==> src/common/inband_pkg.sv <==
// constants, field layouts and carriers of the inband loopback block
// assumes one 40 MHz system clock and a 32-bit classic wishbone bus
package inband_pkg;

  // ============================================================
  // timing
  localparam int unsigned SYS_CLK_HZ = 40_000_000;
  localparam real PERSIST_TIME_S = 5.1;
  localparam int unsigned PERSIST_CYCLES =
    int'($ceil(PERSIST_TIME_S * SYS_CLK_HZ));
  localparam int TIMER_W = 28;

  // ============================================================
  // code geometry
  localparam int CODE_W = 8;
  localparam int LEN_W = 2;
  localparam int PTR_W = 3;
  // top bit index of a 5-bit code; each length step adds one
  localparam logic [PTR_W-1:0] CODE_TOP_BASE = 3'h4;
  localparam logic [PTR_W-1:0] CODE_TOP_MAX = 3'h7;
  localparam logic [CODE_W-1:0] CODE_ALL_ONES = 8'hff;

  // ============================================================
  // register indices, byte address is four times the index
  localparam int IDX_W = 6;
  localparam logic [IDX_W-1:0] IDX_PATTERN_CTRL = 6'h10;
  localparam logic [IDX_W-1:0] IDX_DETECT_CTRL = 6'h11;
  localparam logic [IDX_W-1:0] IDX_LEN_CTRL = 6'h15;
  localparam logic [IDX_W-1:0] IDX_GEN_CODE = 6'h16;
  localparam logic [IDX_W-1:0] IDX_ACT_CODE = 6'h17;
  localparam logic [IDX_W-1:0] IDX_DEACT_CODE = 6'h18;
  localparam logic [IDX_W-1:0] IDX_LOOP_CTRL = 6'h19;
  localparam logic [IDX_W-1:0] IDX_EDGE_SEL = 6'h1a;
  localparam logic [IDX_W-1:0] IDX_LIVE_STATUS = 6'h1c;
  localparam logic [IDX_W-1:0] IDX_INT_STATUS = 6'h1d;
  localparam logic [IDX_W-1:0] IDX_INT_MASK = 6'h1e;

  // ============================================================
  // field positions
  localparam int GEN_LEN_LSB = 4;
  localparam int ACT_LEN_LSB = 2;
  localparam int DEACT_LEN_LSB = 0;
  localparam int LOOP_AUTO_BIT = 3;
  localparam int LOOP_DIGITAL_BIT = 2;
  localparam int LOOP_REMOTE_BIT = 1;
  localparam int LOOP_ANALOG_BIT = 0;
  localparam int PATSEL_LSB = 4;
  localparam int GEN_DIR_BIT = 3;
  localparam int DET_DIR_BIT = 3;
  localparam int EDGE_SEL_BIT = 0;
  localparam int STAT_ACT_BIT = 1;
  localparam int STAT_DEACT_BIT = 0;

  // ============================================================
  // reset values and writable bits
  localparam logic [7:0] LEN_RST = 8'h01;
  localparam logic [7:0] GEN_RST = 8'h01;
  localparam logic [7:0] ACT_RST = 8'h01;
  localparam logic [7:0] DEACT_RST = 8'h09;
  localparam logic [7:0] LOOP_RST = 8'h00;
  localparam logic [7:0] PATTERN_RST = 8'h00;
  localparam logic [7:0] DETECT_RST = 8'h03;
  localparam logic [7:0] EDGE_RST = 8'h00;
  localparam logic [1:0] MASK_RST = 2'h3;
  localparam logic [7:0] LEN_WMASK = 8'h3f;
  localparam logic [7:0] LOOP_WMASK = 8'h0f;
  localparam logic [7:0] PATTERN_WMASK = 8'h38;
  localparam logic [7:0] DETECT_WMASK = 8'h0f;
  localparam logic [7:0] EDGE_WMASK = 8'h01;

  // pattern select values
  localparam logic [1:0] PATSEL_OFF = 2'h0;
  localparam logic [1:0] PATSEL_PRBS = 2'h1;
  localparam logic [1:0] PATSEL_ARB = 2'h2;
  localparam logic [1:0] PATSEL_INBAND = 2'h3;

  // ============================================================
  // carriers
  typedef struct packed {
    logic cyc;
    logic stb;
    logic we;
    logic [7:0] adr;
    logic [3:0] sel;
    logic [31:0] dat;
  } wb_req_s;

  typedef struct packed {
    logic ack;
    logic [31:0] dat;
  } wb_rsp_s;

  typedef struct packed {
    logic clk;
    logic data;
  } line_bit_s;

  typedef struct packed {
    logic strobe;
    logic data;
  } insert_s;

  typedef struct packed {
    logic digital;
    logic remote;
    logic analog;
  } loop_ctrl_s;

endpackage

==> src/hdl/inband_code_gen.sv <==
// repeating inband code generator, one bit per step
// assumes step is a one-cycle enable on sys_clk
`timescale 1ns/10ps
module inband_code_gen (
  input wire logic sys_clk,
  input wire logic reset_n,
  input wire logic enable,
  input wire logic step,
  input wire logic [inband_pkg::CODE_W-1:0] code,
  input wire logic [inband_pkg::LEN_W-1:0] len,
  output logic curBit
);
  import inband_pkg::*;

  logic [PTR_W-1:0] topIdx;
  logic [PTR_W-1:0] ptrQ;

  assign topIdx = CODE_TOP_BASE + {1'b0, len};
  assign curBit = code[ptrQ];

  // highest valid bit first, wraps back to back
  always_ff @(posedge sys_clk or negedge reset_n) begin
    if (!reset_n) begin
      ptrQ <= CODE_TOP_BASE;
    end else if (!enable) begin
      ptrQ <= topIdx;
    end else if (step) begin
      ptrQ <= (ptrQ == '0) ? topIdx : ptrQ - 1'b1;
    end
  end
endmodule

==> src/hdl/inband_code_detect.sv <==
// inband code detector with persistence timer
// assumes bitStrobe is a one-cycle enable on sys_clk
`timescale 1ns/10ps
module inband_code_detect #(
  parameter int unsigned PERSIST_LIMIT = inband_pkg::PERSIST_CYCLES
) (
  input wire logic sys_clk,
  input wire logic reset_n,
  input wire logic bitStrobe,
  input wire logic bitData,
  input wire logic [inband_pkg::CODE_W-1:0] code,
  input wire logic [inband_pkg::LEN_W-1:0] len,
  output logic present,
  output logic persisted
);
  import inband_pkg::*;

  localparam logic [TIMER_W-1:0] LIMIT = TIMER_W'(PERSIST_LIMIT);

  logic [CODE_W-1:0] histQ;
  logic [CODE_W-1:0] histD;
  logic [CODE_W-1:0] validMask;
  logic [PTR_W-1:0] topIdx;
  logic [PTR_W-1:0] phaseQ;
  logic lockedQ;
  logic persistQ;
  logic windowHit;
  logic [TIMER_W-1:0] timerQ;

  assign topIdx = CODE_TOP_BASE + {1'b0, len};
  assign validMask = CODE_ALL_ONES >> (CODE_TOP_MAX - topIdx);
  assign histD = {histQ[CODE_W-2:0], bitData};
  // newest bit sits at bit 0, so code bit 0 is the last to arrive
  assign windowHit = ((histD ^ code) & validMask) == '0;
  assign present = lockedQ;
  assign persisted = persistQ;

  // ============================================================
  // lock and follow the repeating code
  always_ff @(posedge sys_clk or negedge reset_n) begin
    if (!reset_n) begin
      histQ <= '0;
      lockedQ <= 1'b0;
      phaseQ <= CODE_TOP_BASE;
    end else if (bitStrobe) begin
      histQ <= histD;
      if (lockedQ) begin
        if (bitData != code[phaseQ]) begin
          lockedQ <= 1'b0;
        end
        phaseQ <= (phaseQ == '0) ? topIdx : phaseQ - 1'b1;
      end else if (windowHit) begin
        lockedQ <= 1'b1;
        phaseQ <= topIdx;
      end
    end
  end

  // ============================================================
  // persistence, strictly longer than the limit
  always_ff @(posedge sys_clk or negedge reset_n) begin
    if (!reset_n) begin
      timerQ <= '0;
      persistQ <= 1'b0;
    end else if (!lockedQ) begin
      timerQ <= '0;
      persistQ <= 1'b0;
    end else if (timerQ < LIMIT) begin
      timerQ <= timerQ + 1'b1;
    end else begin
      persistQ <= 1'b1;
    end
  end
endmodule

==> src/hdl/inband_loopback_top.sv <==
// per-channel inband loopback control: registers, code generator,
// activate and deactivate detectors and loopback selection
// assumes line clocks and data arrive asynchronously on pins and
// a classic wishbone master on sys_clk
//
// Implementation choice: the Wishbone slave port.
`timescale 1ns/10ps

// Overview of operation
// - generation length field picks 5 to 8 low code bits, reset 00
// - activate length field picks 5 to 8 low bits, reset 00
// - deactivate length field picks 5 to 8 low bits, reset 01
// - generated code goes out highest valid bit first, bit 0 last
// - generated code repeats back to back until generation stops
// - activate code matched with bit 0 as the last received bit
// - deactivate code matched with bit 0 as the last received bit
// - auto mode: activate held over 5.1 s enters digital/remote loop
// - auto mode: deactivate held over 5.1 s leaves that loopback
// - auto enable at bit 3, reset 0; off means codes change no loopback bit
// - bit 2 enables digital loopback, reset 0
// - bit 1 enables remote loopback, reset 0
// - bit 0 enables analog loopback, reset 0
// - deactivate code resets to 09, generate and activate to 01
// - generation runs only when pattern select is 11
// - generation direction: 0 transmit path, 1 receive path
// - detection direction: 0 receive path, 1 transmit path
// - detect flags set on rising edge, or either edge when selected
module inband_loopback_top #(
  parameter int unsigned PERSIST_LIMIT = inband_pkg::PERSIST_CYCLES
) (
  input wire logic sys_clk,
  input wire logic reset_n,
  input wire inband_pkg::wb_req_s wbReq,
  output inband_pkg::wb_rsp_s wbRsp,
  input wire inband_pkg::line_bit_s txLine,
  input wire inband_pkg::line_bit_s rxLine,
  output inband_pkg::insert_s txInsert,
  output inband_pkg::insert_s rxInsert,
  output inband_pkg::loop_ctrl_s loopCtrl,
  output logic irq
);
  import inband_pkg::*;

  // ============================================================
  // registers
  logic [7:0] lenCtrlQ;
  logic [7:0] genCodeQ;
  logic [7:0] actCodeQ;
  logic [7:0] deactCodeQ;
  logic [7:0] loopQ;
  logic [7:0] patternQ;
  logic [7:0] detectQ;
  logic [7:0] edgeSelQ;
  logic [1:0] intStatQ;
  logic [1:0] intMaskQ;

  // ============================================================
  // bus signals
  logic ackQ;
  logic [31:0] rdDataQ;
  logic [31:0] rdData;
  logic busHit;
  logic wrEn;
  logic [IDX_W-1:0] regIdx;
  logic [7:0] wrByte;

  // ============================================================
  // line side signals
  logic [3:0] syncAQ;
  logic [3:0] syncBQ;
  logic txClkPrevQ;
  logic rxClkPrevQ;
  logic txEdge;
  logic rxEdge;
  logic txBit;
  logic rxBit;

  // ============================================================
  // engine signals
  logic genActive;
  logic genToRx;
  logic genStep;
  logic genBit;
  logic detOnTx;
  logic detStrobe;
  logic detData;
  logic actPresent;
  logic deactPresent;
  logic actPersist;
  logic deactPersist;
  logic actPrevQ;
  logic deactPrevQ;
  logic actPersistPrevQ;
  logic deactPersistPrevQ;
  logic actFire;
  logic deactFire;
  logic actEvent;
  logic deactEvent;
  logic edgeAny;
  logic autoEn;
  logic [1:0] intSet;
  logic [1:0] intClr;
  insert_s txInsertQ;
  insert_s rxInsertQ;
  logic irqQ;

  // ============================================================
  // wishbone slave, one wait state, unmapped reads give zero
  assign busHit = wbReq.cyc & wbReq.stb & ~ackQ;
  assign wrEn = busHit & wbReq.we & wbReq.sel[0];
  assign regIdx = wbReq.adr[IDX_W+1:2];
  assign wrByte = wbReq.dat[7:0];

  always_ff @(posedge sys_clk or negedge reset_n) begin
    if (!reset_n) begin
      ackQ <= 1'b0;
    end else begin
      ackQ <= busHit;
    end
  end

  always_ff @(posedge sys_clk or negedge reset_n) begin
    if (!reset_n) begin
      rdDataQ <= '0;
    end else if (busHit & ~wbReq.we) begin
      rdDataQ <= rdData;
    end
  end

  always_comb begin
    rdData = '0;
    case (regIdx)
      IDX_PATTERN_CTRL: begin
        rdData[7:0] = patternQ;
      end
      IDX_DETECT_CTRL: begin
        rdData[7:0] = detectQ;
      end
      IDX_LEN_CTRL: begin
        rdData[7:0] = lenCtrlQ;
      end
      IDX_GEN_CODE: begin
        rdData[7:0] = genCodeQ;
      end
      IDX_ACT_CODE: begin
        rdData[7:0] = actCodeQ;
      end
      IDX_DEACT_CODE: begin
        rdData[7:0] = deactCodeQ;
      end
      IDX_LOOP_CTRL: begin
        rdData[7:0] = loopQ;
      end
      IDX_EDGE_SEL: begin
        rdData[7:0] = edgeSelQ;
      end
      IDX_LIVE_STATUS: begin
        rdData[STAT_ACT_BIT] = actPrevQ;
        rdData[STAT_DEACT_BIT] = deactPrevQ;
      end
      IDX_INT_STATUS: begin
        rdData[1:0] = intStatQ;
      end
      IDX_INT_MASK: begin
        rdData[1:0] = intMaskQ;
      end
      default: begin
        rdData = '0;
      end
    endcase
  end

  assign wbRsp = '{ack: ackQ, dat: rdDataQ};

  // ============================================================
  // configuration registers
  always_ff @(posedge sys_clk or negedge reset_n) begin
    if (!reset_n) begin
      lenCtrlQ <= LEN_RST;
    end else if (wrEn && regIdx == IDX_LEN_CTRL) begin
      lenCtrlQ <= wrByte & LEN_WMASK;
    end
  end

  always_ff @(posedge sys_clk or negedge reset_n) begin
    if (!reset_n) begin
      genCodeQ <= GEN_RST;
      actCodeQ <= ACT_RST;
      deactCodeQ <= DEACT_RST;
    end else if (wrEn) begin
      if (regIdx == IDX_GEN_CODE) begin
        genCodeQ <= wrByte;
      end
      if (regIdx == IDX_ACT_CODE) begin
        actCodeQ <= wrByte;
      end
      if (regIdx == IDX_DEACT_CODE) begin
        deactCodeQ <= wrByte;
      end
    end
  end

  always_ff @(posedge sys_clk or negedge reset_n) begin
    if (!reset_n) begin
      patternQ <= PATTERN_RST;
      detectQ <= DETECT_RST;
      edgeSelQ <= EDGE_RST;
    end else if (wrEn) begin
      if (regIdx == IDX_PATTERN_CTRL) begin
        patternQ <= wrByte & PATTERN_WMASK;
      end
      if (regIdx == IDX_DETECT_CTRL) begin
        detectQ <= wrByte & DETECT_WMASK;
      end
      if (regIdx == IDX_EDGE_SEL) begin
        edgeSelQ <= wrByte & EDGE_WMASK;
      end
    end
  end

  // ============================================================
  // loopback control, hardware events win over a same-cycle write
  assign autoEn = loopQ[LOOP_AUTO_BIT];

  always_ff @(posedge sys_clk or negedge reset_n) begin
    if (!reset_n) begin
      loopQ <= LOOP_RST;
    end else begin
      if (wrEn && regIdx == IDX_LOOP_CTRL) begin
        loopQ <= wrByte & LOOP_WMASK;
      end
      if (autoEn && actFire) begin
        if (detOnTx) begin
          loopQ[LOOP_DIGITAL_BIT] <= 1'b1;
        end else begin
          loopQ[LOOP_REMOTE_BIT] <= 1'b1;
        end
      end
      if (autoEn && deactFire) begin
        if (detOnTx) begin
          loopQ[LOOP_DIGITAL_BIT] <= 1'b0;
        end else begin
          loopQ[LOOP_REMOTE_BIT] <= 1'b0;
        end
      end
    end
  end

  assign loopCtrl = '{
    digital: loopQ[LOOP_DIGITAL_BIT],
    remote: loopQ[LOOP_REMOTE_BIT],
    analog: loopQ[LOOP_ANALOG_BIT]
  };

  // ============================================================
  // pin synchronisers; stage A feeds only stage B
  always_ff @(posedge sys_clk or negedge reset_n) begin
    if (!reset_n) begin
      syncAQ <= '0;
      syncBQ <= '0;
    end else begin
      syncAQ <= {txLine.clk, txLine.data, rxLine.clk, rxLine.data};
      syncBQ <= syncAQ;
    end
  end

  always_ff @(posedge sys_clk or negedge reset_n) begin
    if (!reset_n) begin
      txClkPrevQ <= 1'b0;
      rxClkPrevQ <= 1'b0;
    end else begin
      txClkPrevQ <= syncBQ[3];
      rxClkPrevQ <= syncBQ[1];
    end
  end

  // line clocks are far slower than sys_clk, so a rising edge of the
  // synchronised clock is one bit; data travels the same two stages
  assign txEdge = syncBQ[3] & ~txClkPrevQ;
  assign rxEdge = syncBQ[1] & ~rxClkPrevQ;
  assign txBit = syncBQ[2];
  assign rxBit = syncBQ[0];

  // ============================================================
  // generator
  assign genActive =
    patternQ[PATSEL_LSB+:2] == PATSEL_INBAND;
  assign genToRx = patternQ[GEN_DIR_BIT];
  assign genStep = genToRx ? rxEdge : txEdge;

  inband_code_gen genUnit (
    .sys_clk(sys_clk),
    .reset_n(reset_n),
    .enable(genActive),
    .step(genStep),
    .code(genCodeQ),
    .len(lenCtrlQ[GEN_LEN_LSB+:LEN_W]),
    .curBit(genBit)
  );

  always_ff @(posedge sys_clk or negedge reset_n) begin
    if (!reset_n) begin
      txInsertQ <= '0;
      rxInsertQ <= '0;
    end else begin
      txInsertQ.strobe <= genActive & ~genToRx & txEdge;
      rxInsertQ.strobe <= genActive & genToRx & rxEdge;
      if (genStep) begin
        txInsertQ.data <= genBit & ~genToRx;
        rxInsertQ.data <= genBit & genToRx;
      end
    end
  end

  assign txInsert = txInsertQ;
  assign rxInsert = rxInsertQ;

  // ============================================================
  // detectors share one tap so both codes watch the same path
  assign detOnTx = detectQ[DET_DIR_BIT];
  assign detStrobe = detOnTx ? txEdge : rxEdge;
  assign detData = detOnTx ? txBit : rxBit;

  inband_code_detect #(
    .PERSIST_LIMIT(PERSIST_LIMIT)
  ) actUnit (
    .sys_clk(sys_clk),
    .reset_n(reset_n),
    .bitStrobe(detStrobe),
    .bitData(detData),
    .code(actCodeQ),
    .len(lenCtrlQ[ACT_LEN_LSB+:LEN_W]),
    .present(actPresent),
    .persisted(actPersist)
  );

  inband_code_detect #(
    .PERSIST_LIMIT(PERSIST_LIMIT)
  ) deactUnit (
    .sys_clk(sys_clk),
    .reset_n(reset_n),
    .bitStrobe(detStrobe),
    .bitData(detData),
    .code(deactCodeQ),
    .len(lenCtrlQ[DEACT_LEN_LSB+:LEN_W]),
    .present(deactPresent),
    .persisted(deactPersist)
  );

  // ============================================================
  // detected status, edge events and persistence firing
  always_ff @(posedge sys_clk or negedge reset_n) begin
    if (!reset_n) begin
      actPrevQ <= 1'b0;
      deactPrevQ <= 1'b0;
      actPersistPrevQ <= 1'b0;
      deactPersistPrevQ <= 1'b0;
    end else begin
      actPrevQ <= actPresent;
      deactPrevQ <= deactPresent;
      actPersistPrevQ <= actPersist;
      deactPersistPrevQ <= deactPersist;
    end
  end

  assign actFire = actPersist & ~actPersistPrevQ;
  assign deactFire = deactPersist & ~deactPersistPrevQ;
  assign edgeAny = edgeSelQ[EDGE_SEL_BIT];
  assign actEvent = edgeAny ? (actPresent ^ actPrevQ)
                            : (actPresent & ~actPrevQ);
  assign deactEvent = edgeAny ? (deactPresent ^ deactPrevQ)
                              : (deactPresent & ~deactPrevQ);

  // ============================================================
  // interrupt flags, write one to clear, a new event beats the clear
  always_comb begin
    intSet = '0;
    intSet[STAT_ACT_BIT] = actEvent;
    intSet[STAT_DEACT_BIT] = deactEvent;
    intClr = '0;
    if (wrEn && regIdx == IDX_INT_STATUS) begin
      intClr = wrByte[1:0];
    end
  end

  always_ff @(posedge sys_clk or negedge reset_n) begin
    if (!reset_n) begin
      intStatQ <= '0;
    end else begin
      intStatQ <= (intStatQ & ~intClr) | intSet;
    end
  end

  // mask bit 1 keeps the matching flag off irq; the flag itself still sets
  always_ff @(posedge sys_clk or negedge reset_n) begin
    if (!reset_n) begin
      intMaskQ <= MASK_RST;
    end else if (wrEn && regIdx == IDX_INT_MASK) begin
      intMaskQ <= wrByte[1:0];
    end
  end

  // irq lags the flag by one cycle so the pin comes from a flop
  always_ff @(posedge sys_clk or negedge reset_n) begin
    if (!reset_n) begin
      irqQ <= 1'b0;
    end else begin
      irqQ <= |(intStatQ & ~intMaskQ);
    end
  end

  assign irq = irqQ;
endmodule

==> config.mk <==
export PLATFORM = sky130hd
export DESIGN_NAME = inband_loopback_top
export DESIGN_NICKNAME = d
export VERILOG_FILES = /design/src/common/inband_pkg.sv /design/src/hdl/inband_code_gen.sv /design/src/hdl/inband_code_detect.sv /design/src/hdl/inband_loopback_top.sv
export SDC_FILE = /design/constraint.sdc
export NUM_CORES = 1
export LEC_CHECK = 0
export ABC_AREA = 1
export BUFFER_PORTS_ARGS = -buffer_cell sky130_fd_sc_hd__buf_2
export CAP_MARGIN = 20
export CORE_ASPECT_RATIO = 1.5
export CORE_UTILIZATION = 65
export CTS_BUF_LIST = sky130_fd_sc_hd__clkbuf_2 sky130_fd_sc_hd__clkbuf_4 sky130_fd_sc_hd__clkbuf_8
export DETAILED_ROUTE_END_ITERATION = 8
export HOLD_SLACK_MARGIN = 0.12
export PLACE_DENSITY_LB_ADDON = 0.15
export REMOVE_ABC_BUFFERS = 1
export SETUP_SLACK_MARGIN = 0.2
export SKIP_CTS_REPAIR_TIMING = 1
export SLEW_MARGIN = 20
export SYNTH_ARGS = -nofsm -noshare
export SYNTH_HDL_FRONTEND = slang
export SYNTH_SLANG_ARGS = --single-unit
==> constraint.sdc <==
create_clock -name sys_clk -period 4.95 [get_ports sys_clk]
set_clock_uncertainty 0.1 [all_clocks]
set_input_delay 0 -clock sys_clk [delete_from_list [all_inputs] [get_ports sys_clk]]
set_output_delay 0 -clock sys_clk [all_outputs]
set_load 0.01 [all_outputs]
==> impl_metrics.json <==
{
  "timing.final.setup_violations": 0,
  "synth.ff_latch_count": 150,
  "seq_power_share_pct": 46.0,
  "post-route-period-util_pct": 48.3,
  "worst_setup_path_end_kind": "register",
  "initialDrtViolationCount": 468,
  "power.share.clock_pct": 34.9,
  "clk_transition_reported_paths_ps": 80,
  "quantity_of_i_o_buffers_inserted_on_ports": 40,
  "clock_sinks": 150,
  "power.leakage_nw": 4.81,
  "final.fill_count": 1167,
  "cts_buffers": 17,
  "synthesis.instances": 1323,
  "chipHeight_microns": 148,
  "crit_path_start_kind": "register",
  "worstPathBufferInverterCount": 2,
  "worst_hold_startpoint": "wbReq[43]",
  "routed-via-count": 8359,
  "synth.top_cells.by_area": "sky130_fd_sc_hd__dfrtp_1 (37%), sky130_fd_sc_hd__nand2_1 (21%), sky130_fd_sc_hd__nand3_1 (6.9%)",
  "synth.avg_cell_area_sq_um": 6.97,
  "grt_use_total_pct": 30.6,
  "synth_top_cells_by_count": "sky130_fd_sc_hd__nand2_1 (505), sky130_fd_sc_hd__nor2_1 (158), sky130_fd_sc_hd__dfrtp_1 (138)",
  "drive_gt1_share_pct": 9.71,
  "grt_first_pass_wirelength_microns": 35300,
  "critPathRequiredTime_ps": 5250,
  "gr-total-overflow": 0,
  "layout.cell_area.non_filler_sq_um": 9990,
  "netlist-cell-type-count": 41,
  "total_standard_cell_area_after_synthesis_sq_um": 9220,
  "post_dp_cell_area_sq_um": 9270,
  "status": "complete, no violations",
  "synth_top_area_share_pct": 37.4,
  "cts-root-to-sink-buffers": 2,
  "grt_setup_unrepaired": "no",
  "design.core.area_sq_um": 13900,
  "combPwrFrac_pct": 19.1,
  "first_global_vias": 7546,
  "peak_fanout_along_the_critical_path": 29,
  "clock-root-buffer": "sky130_fd_sc_hd__clkbuf_8",
  "fmax_mhz": 419,
  "ios": 94,
  "critPathTopFamily": "simple AND/OR/NAND/NOR gates",
  "floorplan.initialDensity_pct": 66.2,
  "power.share.switching_pct": 33.0,
  "critical-path-slowest-cell": "sky130_fd_sc_hd__nand2_2",
  "post-route-drc-count": 0,
  "std_cell_rows": 53,
  "synth.most_common_cell": "sky130_fd_sc_hd__nand2_1",
  "cts_max_level": 4,
  "multi_input_comb_area_sq_um": 4570,
  "critPathMaxStageDelay_ps": 640,
  "fin_nets": 1440,
  "predominant_post_synthesis_flop_cell": "sky130_fd_sc_hd__dfrtp_1",
  "switchingPower_mw": 0.996,
  "horizontal_die_dimension_microns": 99.3,
  "drt-pass1-iter-count": 7,
  "synth_async_sr_flop_share_pct": 100,
  "clock_latency_ps": 470,
  "power_density_nw_per_um2": 302,
  "min-delay-path-class": "in -> reg",
  "via_per_inst": 5.38,
  "totalWireLength_microns": 22100,
  "wl_per_cell_microns": 14.2,
  "critical_path_cell_list": "inv_1 > nand3_1 > inv_1 > a21oi_1 > nand2_1 > nand3_2 > nand2_2 > nand2_1 > nand2_1",
  "synthesis.yosys.warnings": 0,
  "timing.critical_path.from": "deactUnit.timerQ[17]",
  "internal_power_mw": 2.02,
  "synth_top_area_cell": "sky130_fd_sc_hd__dfrtp_1",
  "slew_headroom_pct": 43.8,
  "cts_tree": "yes",
  "final.min_clock_period_ps": 2390,
  "maxSlewViolCount": 0,
  "antenna_found_initial": 0,
  "critical_path.reg2reg.startpoint": "deactUnit.timerQ[17]",
  "peakVddDrop_mv": 0.147,
  "grt_start_max_net_pins": 92,
  "sequential_cell_area_sq_um": 3770,
  "cpMostUsedCell": "sky130_fd_sc_hd__nand2_1",
  "detailed_place_hpwl_microns": 15300,
  "antenna_cells": 0,
  "seq_area_frac_synth_pct": 40.9,
  "floorplan.die_area_sq_um": 14700,
  "post_route_ant_nets": 0,
  "cp_data_arrival_time_ps": 2690,
  "area_delta_synth_final_pct": 8.33,
  "finalWeightedCongestion": 0.946,
  "synth_enable_flop_cells": 0,
  "timing.setup.critical_path_class": "reg -> reg",
  "maxCapViolCount": 0,
  "max_slew.worst_pin.slew_ps": 843,
  "setup_total_negative_slack_ps": 0,
  "final-hold-violation-count": 0
}
## power by group through the flow
stage	Combinational, mW	Clock, mW	Sequential [mW]
3_5_place_dp	0.563	0	1.41
3_3_place_gp	0.549	0	1.41
5_1_grt	0.662	1.11	1.40
2_1_floorplan	0.343	0	1.43
6_report	0.578	1.05	1.39
4_1_cts	0.565	1.06	1.39
## cell families after synthesis
family / after synthesis / synth area share (%)
xor+xnor: 30 / 2.85
buf+inv: 191 / 10.6
other cells: 1 / 0.0407
simple gates: 844 / 38.3
flops: 150 / 40.9
compound gates: 97 / 6.04
fa+ha+maj: 10 / 1.36
## metrics by stage
stage	instances	power, mW	utilization [%]	hold WS [ps]	setup WS, ps
global route	1555	3.17	71.8	143	2300
finish	1555	3.02	71.8	73.1	2560
CTS	1527	3.01	69.7	-477	2540
detailed placement	1495	1.97	66.6	9.30	2560
global placement	1495	1.96	66.6	7.49	2530
floorplan	1286	1.78	-	-396	2660
## per-layer routing
layer  wire, microns  vias to the layer above  track usage [%]
li1                -                     4198                -
met5               0                        -                0
met3             848                       56             5.20
met1            8930                     3877             35.3
met2           11600                      228             55.1
met4             739                        0             13.9
## sequential cells by signal (all words and copies together), names as in the netlist, 6 cells and up
name              flops
actCodeQ              8
actUnit.timerQ       28
deactCodeQ            8
deactUnit.histQ       7
deactUnit.timerQ     28
genCodeQ              8
lenCtrlQ              6
rdDataQ               8
## final timing paths
kind	slack, ps	to	depth (start not counted)
max	2560	deactUnit.timerQ[2]	9
min	70	intStatQ[1]	5
max reg2reg	2560	deactUnit.timerQ[2]	9
min reg2reg	260	syncBQ[2]	0
max in group asynchronous	3350	lenCtrlQ[1]	3
min in group asynchronous	80	ackQ	2
## final cells by class
type                            count  share of cell area (%)
Clock buffer                       20                    2.75
Tap cell                          165                    2.07
Timing Repair Buffer               72                    5.17
Clock inverter                     12                    1.68
Multi-Input combinational cell   1005                    45.7
Inverter                          131                    4.92
Sequential cell                   150                    37.7
## tightest hold or removal path, stage by stage
cell                       delay [ps]
sky130_fd_sc_hd__buf_2             90
sky130_fd_sc_hd__nor2_1           170
sky130_fd_sc_hd__nand4_1          180
sky130_fd_sc_hd__o21ai_0           90
sky130_fd_sc_hd__o211ai_1          80
## layout by cell type (no fill, tap or decap), types with 16 or more instances in the layout
cell	Yosys	routed
sky130_fd_sc_hd__nand2_1	505	505
sky130_fd_sc_hd__nor2_1	158	158
sky130_fd_sc_hd__dfrtp_1	138	138
sky130_fd_sc_hd__nand3_1	127	127
sky130_fd_sc_hd__inv_1	125	125
sky130_fd_sc_hd__o21ai_0	62	61
sky130_fd_sc_hd__buf_2	11	39
sky130_fd_sc_hd__dlygate4sd3_1	0	28
sky130_fd_sc_hd__conb_1	1	24
sky130_fd_sc_hd__clkbuf_8	0	20
sky130_fd_sc_hd__xor2_1	16	16
(Power assumes the default switching activity.)
